<file path="config.mk">
export PLATFORM = sky130hd
export DESIGN_NAME = mttc_ctrl
export DESIGN_NICKNAME = d
export VERILOG_FILES = /design/src/hw/mttc_pkg.sv /design/src/hw/mttc_rate_div.sv /design/src/hw/mttc_sync.sv /design/src/hw/mttc_ctrl.sv
export SDC_FILE = /design/constraint.sdc
export NUM_CORES = 2
export LEC_CHECK = 0
export BUFFER_PORTS_ARGS = -buffer_cell sky130_fd_sc_hd__buf_2
export CAP_MARGIN = 25
export CORE_ASPECT_RATIO = 0.5
export CORE_MARGIN = 2
export CORE_UTILIZATION = 55
export CTS_BUF_LIST = sky130_fd_sc_hd__clkbuf_4 sky130_fd_sc_hd__clkbuf_8
export DETAILED_ROUTE_END_ITERATION = 16
export PLACE_DENSITY = 0.72
export SKIP_CTS_REPAIR_TIMING = 1
export SLEW_MARGIN = 20
export SYNTH_ARGS = -nofsm -noshare
export SYNTH_HDL_FRONTEND = slang
export SYNTH_SLANG_ARGS = --single-unit
</file>
<file path="constraint.sdc">
create_clock -name clk_sys -period 37.8 [get_ports clk_sys]
set_input_delay 1.89 -clock clk_sys [delete_from_list [all_inputs] [get_ports clk_sys]]
set_output_delay 1.89 -clock clk_sys [all_outputs]
set_load 0.02 [all_outputs]
</file>
<file path="src/hw/mttc_pkg.sv">
package mttc_pkg;
    localparam int unsigned MTTC_WGT_W = 24;
    localparam int unsigned MTTC_CNT_W = 16;
    localparam int unsigned MTTC_ACC_W = 40;
    localparam int unsigned MTTC_CLK_HZ = 200000000;
    localparam int unsigned MTTC_CMP_PER_S = 50;
    localparam int unsigned MTTC_CMP_CYCLES = MTTC_CLK_HZ / MTTC_CMP_PER_S;
    localparam int unsigned MTTC_PCT_SCALE = 100;
    localparam logic [2:0] MTTC_PRIV_SUPER = 3'h2;

    typedef enum logic [1:0] {
        MTTC_ST_READY,
        MTTC_ST_RUNNING,
        MTTC_ST_PAUSED
    } mttc_state_t;
endpackage

</file>
<file path="src/hw/mttc_rate_div.sv">
`timescale 1ns/1ps
module mttc_rate_div #(
    parameter int unsigned DIV = mttc_pkg::MTTC_CMP_CYCLES
) (
    input wire logic clk_sys,
    input wire logic rstn,
    output logic tick
);
    localparam int unsigned CW = $clog2(DIV);
    logic [CW-1:0] cnt_q;
    logic tick_q;

    initial begin
        if (DIV < 2) begin
            $error("mttc_rate_div: DIV must be at least 2");
        end
    end

    assign tick = tick_q;

    always_ff @(posedge clk_sys) begin
        if (!rstn) begin
            cnt_q <= '0;
            tick_q <= 1'b0;
        end else if (cnt_q == CW'(DIV - 1)) begin
            cnt_q <= '0;
            tick_q <= 1'b1;
        end else begin
            cnt_q <= cnt_q + 1'b1;
            tick_q <= 1'b0;
        end
    end
endmodule // mttc_rate_div

</file>
<file path="src/hw/mttc_sync.sv">
`timescale 1ns/1ps
module mttc_sync (
    input wire logic clk_sys,
    input wire logic rstn,
    input wire logic din,
    output logic rise
);
    logic s1_q;
    logic s2_q;
    logic s3_q;
    logic lvl_q;

    // Level moves only once the second and third stages agree
    assign rise = (s2_q == s3_q) && s3_q && !lvl_q;

    always_ff @(posedge clk_sys) begin
        if (!rstn) begin
            s1_q <= 1'b0;
            s2_q <= 1'b0;
            s3_q <= 1'b0;
            lvl_q <= 1'b0;
        end else begin
            s1_q <= din;
            s2_q <= s1_q;
            s3_q <= s2_q;
            if (s2_q == s3_q) begin
                lvl_q <= s3_q;
            end
        end
    end
endmodule // mttc_sync

</file>
<file path="src/hw/mttc_ctrl.sv">
`timescale 1ns/1ps
module mttc_ctrl #(
    parameter int unsigned WGT_W = mttc_pkg::MTTC_WGT_W,
    parameter int unsigned CNT_W = mttc_pkg::MTTC_CNT_W,
    parameter int unsigned ACC_W = mttc_pkg::MTTC_ACC_W,
    parameter int unsigned CMP_CYCLES = mttc_pkg::MTTC_CMP_CYCLES
) (
    input wire logic clk_sys,
    input wire logic rstn,
    input wire logic [WGT_W-1:0] gross_wgt,
    input wire logic [WGT_W-1:0] net_wgt,
    input wire logic src_net,
    input wire logic weigh_out,
    input wire logic latched_mode,
    input wire logic two_speed,
    input wire logic concurrent,
    input wire logic tol_pct,
    input wire logic [WGT_W-1:0] target,
    input wire logic [WGT_W-1:0] spill,
    input wire logic [WGT_W-1:0] fine_feed,
    input wire logic [WGT_W-1:0] tol_plus,
    input wire logic [WGT_W-1:0] tol_minus,
    input wire logic key_start,
    input wire logic key_pause,
    input wire logic key_abort,
    input wire logic key_resume,
    input wire logic din_start_resume,
    input wire logic din_pause_abort,
    input wire logic [2:0] priv_level,
    input wire logic tot_clear_sub,
    input wire logic tot_clear_all,
    input wire logic tot_print,
    input wire logic clr_sub_after_print,
    input wire logic clr_all_after_print,
    output logic feed_out,
    output logic fast_feed_out,
    output mttc_pkg::mttc_state_t run_state,
    output logic cmp_done,
    output logic in_tol,
    output logic print_req,
    output logic cmd_denied,
    output logic [CNT_W-1:0] sub_count,
    output logic [ACC_W-1:0] sub_weight,
    output logic [CNT_W-1:0] grand_count,
    output logic [ACC_W-1:0] grand_weight
);
    import mttc_pkg::*;

    initial begin
        if (WGT_W < 8 || ACC_W < WGT_W || CNT_W < 2 || CMP_CYCLES < 2) begin
            $error("mttc_ctrl: unsupported widths or comparison period");
        end
    end

    // Saturating subtract keeps thresholds from wrapping below zero
    function automatic logic [WGT_W-1:0] sat_sub(input logic [WGT_W-1:0] a,
                                                 input logic [WGT_W-1:0] b);
        sat_sub = (a > b) ? a - b : '0;
    endfunction

    function automatic logic [WGT_W-1:0] pct_of(input logic [WGT_W-1:0] base,
                                                input logic [WGT_W-1:0] pct);
        logic [2*WGT_W-1:0] prod;
        prod = base * pct;
        pct_of = WGT_W'(prod / (2*WGT_W)'(MTTC_PCT_SCALE));
    endfunction

    logic tick;
    logic din_sr_rise;
    logic din_pa_rise;

    mttc_rate_div #(
        .DIV(CMP_CYCLES)
    ) u_div (
        .clk_sys(clk_sys),
        .rstn(rstn),
        .tick(tick)
    );

    mttc_sync u_sync_sr (
        .clk_sys(clk_sys),
        .rstn(rstn),
        .din(din_start_resume),
        .rise(din_sr_rise)
    );

    mttc_sync u_sync_pa (
        .clk_sys(clk_sys),
        .rstn(rstn),
        .din(din_pause_abort),
        .rise(din_pa_rise)
    );

    mttc_state_t state_q;
    mttc_state_t state_d;
    logic [WGT_W-1:0] src_q;
    logic [WGT_W-1:0] ref_q;
    logic [WGT_W-1:0] tgt_q;
    logic [WGT_W-1:0] spill_q;
    logic [WGT_W-1:0] fine_q;
    logic [WGT_W-1:0] tolp_q;
    logic [WGT_W-1:0] tolm_q;
    logic wout_q;
    logic coarse_done_q;
    logic feed_q;
    logic fast_q;
    logic done_q;
    logic intol_q;
    logic print_q;
    logic denied_q;
    logic [CNT_W-1:0] sub_cnt_q;
    logic [ACC_W-1:0] sub_wgt_q;
    logic [CNT_W-1:0] gr_cnt_q;
    logic [ACC_W-1:0] gr_wgt_q;

    // Commands: control is honoured only in latched mode
    wire cmd_start = latched_mode && (key_start || din_sr_rise);
    wire cmd_pause = latched_mode && (key_pause || din_pa_rise);
    wire cmd_abort = latched_mode && (key_abort || din_pa_rise);
    wire cmd_resume = latched_mode && (key_resume || din_sr_rise);
    // Start captures target values once, so resume reuses them
    wire load_tgt = (state_q == MTTC_ST_READY) && cmd_start;
    wire coin_on = !latched_mode;

    // Weight source and fed amount
    wire [WGT_W-1:0] src_now = src_net ? net_wgt : gross_wgt;
    // At start, judge the fresh weight and new targets, not what the last tick left behind
    wire [WGT_W-1:0] smp_w = load_tgt ? src_now : src_q;
    wire [WGT_W-1:0] ref_w = load_tgt ? src_now : ref_q;
    wire [WGT_W-1:0] tgt_w = load_tgt ? target : tgt_q;
    wire [WGT_W-1:0] spill_w = load_tgt ? spill : spill_q;
    wire [WGT_W-1:0] fine_w = load_tgt ? fine_feed : fine_q;
    wire wout_w = load_tgt ? weigh_out : wout_q;
    // Weigh-in measures the weight itself; weigh-out measures what has left since start
    wire [WGT_W-1:0] fed_amt = wout_w ? sat_sub(ref_w, smp_w) : smp_w;
    wire [WGT_W-1:0] coin_amt = weigh_out ? sat_sub(ref_q, src_q) : src_q;

    wire [WGT_W-1:0] final_pt = sat_sub(tgt_w, spill_w);
    wire [WGT_W-1:0] coarse_pt = sat_sub(final_pt, fine_w);
    wire reached_final = fed_amt >= final_pt;
    wire reached_coarse = fed_amt >= coarse_pt;

    wire [WGT_W-1:0] tolp_w = tol_pct ? pct_of(tgt_q, tolp_q) : tolp_q;
    wire [WGT_W-1:0] tolm_w = tol_pct ? pct_of(tgt_q, tolm_q) : tolm_q;
    wire [WGT_W:0] hi_lim = {1'b0, tgt_q} + {1'b0, tolp_w};
    wire in_tol_now = (fed_amt >= sat_sub(tgt_q, tolm_w)) && ({1'b0, fed_amt} <= hi_lim);

    wire running = (state_q == MTTC_ST_RUNNING);
    // A pause in the finishing cycle wins, so no transaction is counted for it
    wire run_finish = running && tick && reached_final && !cmd_pause;

    always_comb begin
        state_d = state_q;
        unique case (state_q)
            MTTC_ST_READY: begin
                if (cmd_start) begin
                    state_d = MTTC_ST_RUNNING;
                end
            end
            MTTC_ST_RUNNING: begin
                if (cmd_pause) begin
                    state_d = MTTC_ST_PAUSED;
                end else if (run_finish) begin
                    state_d = MTTC_ST_READY;
                end
            end
            MTTC_ST_PAUSED: begin
                if (cmd_resume) begin
                    state_d = MTTC_ST_RUNNING;
                end else if (cmd_abort) begin
                    state_d = MTTC_ST_READY;
                end
            end
        endcase
        if (!latched_mode) begin
            state_d = MTTC_ST_READY;
        end
    end

    // Feed decisions, evaluated on each comparison tick
    logic feed_d;
    logic fast_d;
    logic coarse_done_d;
    always_comb begin
        feed_d = feed_q;
        fast_d = fast_q;
        coarse_done_d = coarse_done_q;
        if (coin_on) begin
            coarse_done_d = 1'b0;
            fast_d = 1'b0;
            if (tick) begin
                feed_d = coin_amt < final_pt;
            end
        end else if (state_d != MTTC_ST_RUNNING) begin
            // Paused or finished: latch holds every feed off
            feed_d = 1'b0;
            fast_d = 1'b0;
            if (state_q != MTTC_ST_PAUSED || state_d != MTTC_ST_PAUSED) begin
                coarse_done_d = (state_d == MTTC_ST_PAUSED) && coarse_done_q;
            end
        end else if (tick || state_q != MTTC_ST_RUNNING) begin
            if (!two_speed) begin
                feed_d = !reached_final;
                fast_d = 1'b0;
            end else begin
                coarse_done_d = coarse_done_q || reached_coarse;
                fast_d = !coarse_done_d;
                if (concurrent) begin
                    feed_d = !reached_final;
                end else begin
                    feed_d = coarse_done_d && !reached_final;
                end
            end
        end
        // A speed change mid-run must not leave the coarse valve open until the next tick
        if (!two_speed) begin
            fast_d = 1'b0;
        end
    end

    // Totals are privileged operations
    wire priv_ok = priv_level >= MTTC_PRIV_SUPER;
    wire any_tot_cmd = tot_clear_sub || tot_clear_all || tot_print;
    wire do_print = tot_print && priv_ok;
    wire clr_all = priv_ok && (tot_clear_all || (tot_print && clr_all_after_print));
    wire clr_sub = clr_all || (priv_ok && (tot_clear_sub ||
                   (tot_print && clr_sub_after_print)));
    wire [ACC_W-1:0] fed_ext = ACC_W'(fed_amt);

    always_ff @(posedge clk_sys) begin
        if (!rstn) begin
            state_q <= MTTC_ST_READY;
            coarse_done_q <= 1'b0;
            feed_q <= 1'b0;
            fast_q <= 1'b0;
        end else begin
            state_q <= state_d;
            coarse_done_q <= coarse_done_d;
            feed_q <= feed_d;
            fast_q <= fast_d;
        end
    end

    always_ff @(posedge clk_sys) begin
        if (!rstn) begin
            src_q <= '0;
        end else if (tick || load_tgt) begin
            src_q <= src_now;
        end
    end

    always_ff @(posedge clk_sys) begin
        if (!rstn) begin
            ref_q <= '0;
            tgt_q <= '0;
            spill_q <= '0;
            fine_q <= '0;
            tolp_q <= '0;
            tolm_q <= '0;
            wout_q <= 1'b0;
        end else if (load_tgt || coin_on) begin
            ref_q <= (load_tgt || !weigh_out) ? src_now : ref_q;
            tgt_q <= target;
            spill_q <= spill;
            fine_q <= fine_feed;
            tolp_q <= tol_plus;
            tolm_q <= tol_minus;
            wout_q <= weigh_out;
        end
    end

    always_ff @(posedge clk_sys) begin
        if (!rstn) begin
            done_q <= 1'b0;
            intol_q <= 1'b0;
        end else begin
            done_q <= run_finish;
            if (tick) begin
                intol_q <= in_tol_now;
            end
        end
    end

    // A completed run counts as one transaction; clear wins within the same cycle
    always_ff @(posedge clk_sys) begin
        if (!rstn) begin
            sub_cnt_q <= '0;
            sub_wgt_q <= '0;
            gr_cnt_q <= '0;
            gr_wgt_q <= '0;
            print_q <= 1'b0;
            denied_q <= 1'b0;
        end else begin
            print_q <= do_print;
            denied_q <= any_tot_cmd && !priv_ok;
            if (clr_sub) begin
                sub_cnt_q <= '0;
                sub_wgt_q <= '0;
            end else if (run_finish) begin
                sub_cnt_q <= sub_cnt_q + 1'b1;
                sub_wgt_q <= sub_wgt_q + fed_ext;
            end
            if (clr_all) begin
                gr_cnt_q <= '0;
                gr_wgt_q <= '0;
            end else if (run_finish) begin
                gr_cnt_q <= gr_cnt_q + 1'b1;
                gr_wgt_q <= gr_wgt_q + fed_ext;
            end
        end
    end

    assign feed_out = feed_q;
    assign fast_feed_out = fast_q;
    assign run_state = state_q;
    assign cmp_done = done_q;
    assign in_tol = intol_q;
    assign print_req = print_q;
    assign cmd_denied = denied_q;
    assign sub_count = sub_cnt_q;
    assign sub_weight = sub_wgt_q;
    assign grand_count = gr_cnt_q;
    assign grand_weight = gr_wgt_q;
endmodule // mttc_ctrl

</file>
Word-level counts from Yosys, hierarchy flattened
Index checks and enable logic that the tools add are counted.
W data, S select, Z words.
{"block": "totals", "input_bits": 190, "register_bits": 321}
{"block": "classes", "addsub": 11, "n_mux": 34, "n_div": 2, "n_eq_ne": 12, "n_reduce_logical": 56, "multipliers": 2, "order_cmp": 11, "n_bitwise": 3}
{"operator": "$mux W24", "count": 15}
{"operator": "$gt A24 B24 Y1", "count": 5}
{"operator": "$sub A24 B24 Y24", "count": 5}
{"operator": "$div A48 B7 Y48 const B", "count": 2}
{"operator": "$mul A24 B24 Y48", "count": 2}
{"operator": "$add A40 B24 Y40", "count": 2}
{"operator": "$ge A24 B24 Y1", "count": 3}
{"operator": "$add A16 B1 Y16 const B", "count": 2}
{"operator": "$add A24 B24 Y25", "count": 1}
{"operator": "$le A24 B25 Y1", "count": 1}
{"operator": "$lt A24 B24 Y1", "count": 1}
{"operator": "$add A22 B1 Y22 const B", "count": 1}
{"operator": "$eq A22 B22 Y1 const B", "count": 1}
{"operator": "$logic_and A1 B1 Y1", "count": 21}
{"operator": "$logic_or A1 B1 Y1", "count": 15}
{"operator": "$mux W1", "count": 12}
{"operator": "$mux W2", "count": 6}
{"operator": "$logic_not A1 Y1", "count": 8}
{"operator": "$ne A2 B1 Y1 const B", "count": 3}
{"operator": "$pmux W2 S3", "count": 1}
{"operator": "$reduce_and A2 Y1", "count": 3}
{"operator": "$reduce_bool A2 Y1", "count": 3}
{"operator": "$reduce_or A2 Y1", "count": 3}
{"operator": "$eq A2 B2 Y1 const B", "count": 2}
{"operator": "other kinds (9)", "count": 13}

Logic depth before layout (Yosys ltp)
{"block": "logic_depth", "ltp_word": 21, "ltp_mapped": 193}

Modules after synthesis
A second synthesis with hierarchy kept.
{"block": "hier_totals", "cells_unflattened": 10561, "hier_area_um2": 84197.0}
{"module": "mttc_ctrl", "instances": 1, "area_per_inst_um2": 82883.2, "cells_each": 10416}
{"module": "mttc_rate_div", "instances": 1, "area_per_inst_um2": 1046.0, "cells_each": 123}
{"module": "mttc_sync", "instances": 2, "area_per_inst_um2": 133.9, "cells_each": 11}

Least setup slack after synthesis
No wires, ideal clock.
{"block": "synth_timing", "path_kind": "reg-to-reg", "start": "register tgt_q[21]", "end": "register intol_q, in the netlist in_tol", "path_stages_with_launch": 181, "synth_period_minus_slack_ns": 37.601, "setup_slack_ns": 0.199, "setup_time_ns": 0.128, "arrival_ns": 37.473, "required_ns": 37.672, "cell_sequence": "dfxtp_1 clkbuf_1 clkbuf_1 nand2_1 fa_1 inv_1 fa_1 inv_1 fa_1 fa_1 inv_1 fa_1 fa_1 inv_1 fa_1 inv_1 ha_1 buf_6 [... 145 more ...] o21ai_0 nand2b_1 a21oi_1 nor2b_1 o21ai_0 nand2b_1 a21oi_1 nor2b_1 o21ai_0 nand2b_1 a21oi_1 nor2b_1 o21ai_0 nand2b_1 a21oi_1 a21oi_1 mux2i_1 nor2_1"}
{"block": "synth_via", "elab_chain_cells": 7}
{"element": "from (decl)", "line": "mttc_ctrl.sv:98", "text": "logic [WGT_W-1:0] tgt_q;"}
{"element": "from (signal assigned)", "line": "mttc_ctrl.sv:263", "text": "tgt_q <= target;"}
{"element": "$mul A24 B24 Y48", "line": "mttc_ctrl.sv:64", "text": "prod = base * pct;"}
{"element": "$div A48 B7 Y48", "line": "mttc_ctrl.sv:65", "text": "pct_of = WGT_W'(prod / (2*WGT_W)'(MTTC_PCT_SCALE));"}
{"element": "$mux W24", "line": "mttc_ctrl.sv:144", "text": "wire [WGT_W-1:0] tolm_w = tol_pct ? pct_of(tgt_q, tolm_q) : tolm_q;"}
{"element": "$sub A24 B24 Y24 or $gt A24 B24 Y1 (tied branches)", "line": "mttc_ctrl.sv:58", "text": "sat_sub = (a > b) ? a - b : '0;"}
{"element": "$mux W24", "line": "mttc_ctrl.sv:58"}
{"element": "$ge A24 B24 Y1", "line": "mttc_ctrl.sv:146", "text": "wire in_tol_now = (fed_amt >= sat_sub(tgt_q, tolm_w)) && ({1'b0, fed_amt} <= hi_lim);"}
{"element": "$logic_and A1 B1 Y1 *", "line": "mttc_ctrl.sv:146"}
{"element": "to (signal assigned)", "line": "mttc_ctrl.sv:279", "text": "intol_q <= in_tol_now;"}
{"element": "to (decl)", "line": "mttc_ctrl.sv:108", "text": "logic intol_q;"}
Mark *: on every way between the ends. The rest lies on a longest branch, timed or not.
A chain may end at the register's enable or synchronous reset.

Final worst setup path
{"block": "layout_timing", "start": "register tgt_q[11]", "end": "register intol_q, in the netlist in_tol"}
Same word-level chain as after synthesis.

==> flow_summary.toml <==
[yosys]
synth-seq-area-share_pct = 7.67
synth-simple-area-share_pct = 20.6
synthAdderAreaFrac_pct = 33.4
synth_top_family_by_area = "adder cells"
syn-cell-area_mm2 = 0.0838
synth_area_leader_cell = "fa_1"
synth_cell_type_count = 161
synthArstFlopShare_pct = 0
synthFlopType = "dfxtp_1"
synth_xor_area_share_pct = 5.54
synth_mux_area_share_pct = 2.50
synth_top_area_share_pct = 23.2
synth_cells = 10719
postSynthAreaPerCell_um2 = 7.82
ys_top_cells_by_area = "fa_1, ha_1, dfxtp_1"
mappedNetlistNets = 12548
synth_compound_area_share_pct = 21.6
synth_seq_cells = 321
synth_enable_flop_cells = 0
synth_warnings = 0

[global_route]
grt_max_degree = 109
overflow = 0
grt_pass1_wl_um = 443000
antenna_found_initial = 13
grt_pass1_vias = 83767
grt.total_usage_pct = 34.9

[critical_path]
r2r_cells = 158
slowest_stage = "fa_2"
path_class = "reg2reg"
startpoint_type = "flip-flop"
crit_arrival_ns = 39.27
critPathRequiredTime_ns = 38.44
slowest_delay_ns = 0.68
crit_top_cell = "a21oi_1"
crit_path_max_fanout = 19
cp-end-kind = "flip-flop"

[finish]
nets = 14182
seq_area_mm2 = 0.00648
multi_input_area_mm2 = 0.0722
postLayoutCoreUtil_pct = 68.1
area_delta_synth_final_pct = 23.1
drive_above_1_share_pct = 22.8
n_fill_cell = 12389

[placed_design]
place_congestion = 0.987
io_buffers = 308
hpwl_um = 223000

[run_status]
status = "finished, violations left"
violations = "setup timing"

[timing]
min_period_ns = 38.63
finalSetupViolCount = 1
setup_slack_ns = -0.825
slew_viol_final = 0
max_slew_margin_pct = 19.8
fin_skew_ns = 0.0485
fin_hold_ws_ns = 0.427
min_period_over_period_pct = 102
rsz0062_at_grt = "yes"
worstMarginPinSlew_ns = 1.20
report.final.hold_viol_count = 0
fmax_mhz = 25.9

[routing]
dr.max_layer_used = "met5"
met3WireLength_um = 30600
wl_met1_um = 114000
wl_met2_um = 122000
dr.pass1.iters = 6
drtIter0Drc = 7190
drc_errors = 0
num_vias = 85371
postRouteAntennaNets = 0
wirelength_um = 278000
drt-wirelength-per-cell_um = 19.3
via_per_inst = 5.93

[clock_tree]
cts_tree = "built"
cts_root_buffer = "clkbuf_8"
clk_latency_ns = 0.71
clk_pin_slew_ns = 0.06
cts_max_level = 2
clock-sinks = 321
clock_path_buffers = 3
cts_made_buffers = 56

[floorplanning]
die_w_um = 556
num_rows = 101
initial_core_util_pct = 55.3
core_mm2 = 0.152
die_h_um = 280
die-area_mm2 = 0.156
ios = 310

[flow_run]
cap_violations = 0

[worst_hold_path]
hold_path_depth = 1
hold_path_class = "reg2reg"
-- cells by family (layout without fill, tap and decap cells) --
group | Yosys count | after routing
AND/OR/NAND/NOR | 3628 | 3628
AO/OA/AOI/OAI | 2583 | 2583
buffers and inverters | 1805 | 3481
adder cells (fa/ha/maj) | 1660 | 1660
XOR/XNOR | 521 | 521
flip-flops | 321 | 321
multiplexers | 201 | 201
other | 0 | 5
-- critical path, delay by kind of cell (launching register included) --
family	cells	cell delay, ns
AO/OA/AOI/OAI	99	22.54
XOR/XNOR	5	1.13
AND/OR/NAND/NOR	20	4.48
adder cells (fa/ha/maj)	14	6.26
flip-flops	1	0.49
buffers and inverters	15	2.51
multiplexers	5	1.10
-- sequential cells by signal, summed over array words and instances, names as in the netlist, 2 cells and up --
register      count
ref_q            24
spill_q          24
src_q            24
tolp_q           24
tgt_q            24
sub_count        16
grand_weight     40
fine_q           24
tolm_q           24
grand_count      16
u_div.cnt_q      22
run_state         2
sub_weight       40
-- per-stage QoR --
stage / cell area, um^2 / TNS (ns) / instances / setup WS (ns)
5_1_grt: 103000 / -3.17 / 14407 / -3.17
3_3_place_gp: 99400 / -1.54 / 14254 / -1.54
6_report: 103000 / -0.825 / 14408 / -0.825
3_5_place_dp: 99400 / -2.10 / 14257 / -2.10
4_1_cts: 101000 / -2.33 / 14357 / -2.33
2_1_floorplan: 83800 / 0 / 10719 / 0.199
-- synth_stat cells (all sizes together) (22+ instances only) --
| cell type | instances |
|---|---|
| a2111oi | 29 |
| a211o | 37 |
| a211oi | 129 |
| a21boi | 28 |
| a21o | 210 |
| a21oi | 740 |
| a221oi | 31 |
| a22oi | 25 |
| a311oi | 30 |
| a31oi | 80 |
| and2 | 541 |
| and3 | 94 |
| buf | 152 |
| clkbuf | 390 |
| dfxtp | 321 |
| fa | 972 |
| ha | 667 |
| inv | 1257 |
| mux2 | 48 |
| mux2i | 152 |
| nand2 | 1508 |
| nand2b | 77 |
| nand3 | 211 |
| nand4 | 120 |
| nor2 | 617 |
| nor2b | 63 |
| nor3 | 165 |
| nor4 | 43 |
| o2111ai | 35 |
| o211a | 27 |
| o211ai | 105 |
| o21a | 88 |
| o21ai | 400 |
| o21bai | 115 |
| o221ai | 30 |
| o22ai | 95 |
| o311ai | 22 |
| o31a | 27 |
| o31ai | 55 |
| o32ai | 22 |
| or2 | 49 |
| or3 | 46 |
| xnor2 | 331 |
| xor2 | 190 |
-- area by class of cell --
cell class,instances,area share [%]
Multi-Input combinational cell,8593,70.0
Inverter,1259,4.58
Sequential cell,321,6.28
Clock buffer,83,0.998
Tap cell,2008,2.43
Antenna cell,5,0.0121
Clock inverter,17,0.228
Timing Repair Buffer,2122,15.5
-- placed cells by master (no fill, tap or decap), drive strengths merged, types with 30 or more instances in the layout --
cell type and instances:
mux2 48, clkbuf 84, o21a 88, nor2 617
o221ai 30, a221oi 31, buf 2121, nand3 211
a211oi 129, dfxtp 321, a31oi 80, o2111ai 35
nor4 43, o21ai 400, xnor2 331, and2 541
a211o 37, nand2 1508, or3 46, nand4 120
and3 94, nand2b 77, a21o 210, nor2b 63
o21bai 115, inv 1260, ha 667, o31ai 55
nor3 165, mux2i 152, or2 49, o211ai 105
a311oi 30, fa 972, xor2 190, a21oi 740
o22ai 95
-- routing by layer --
layer  global-route usage [%]  vias up
met5                        0        -
met4                     12.5       16
met3                     9.58      703
met2                     54.6     3766
met1                     46.2    41120
li1                         -    39766
-- final timing paths --
check | startpoint | end | slack [ns]
max | tgt_q[11]$_SDFFE_PN0P_ | in_tol$_SDFFE_PN0P_ | -0.83
min | u_sync_pa.s1_q$_SDFF_PN0_ | u_sync_pa.s2_q$_SDFF_PN0_ | 0.43
max reg2reg | tgt_q[11]$_SDFFE_PN0P_ | in_tol$_SDFFE_PN0P_ | -0.83
min reg2reg | u_sync_pa.s1_q$_SDFF_PN0_ | u_sync_pa.s2_q$_SDFF_PN0_ | 0.43
Power is not shown: default switching activity piles up to over one toggle a cycle in this logic, so the estimate is an artifact.
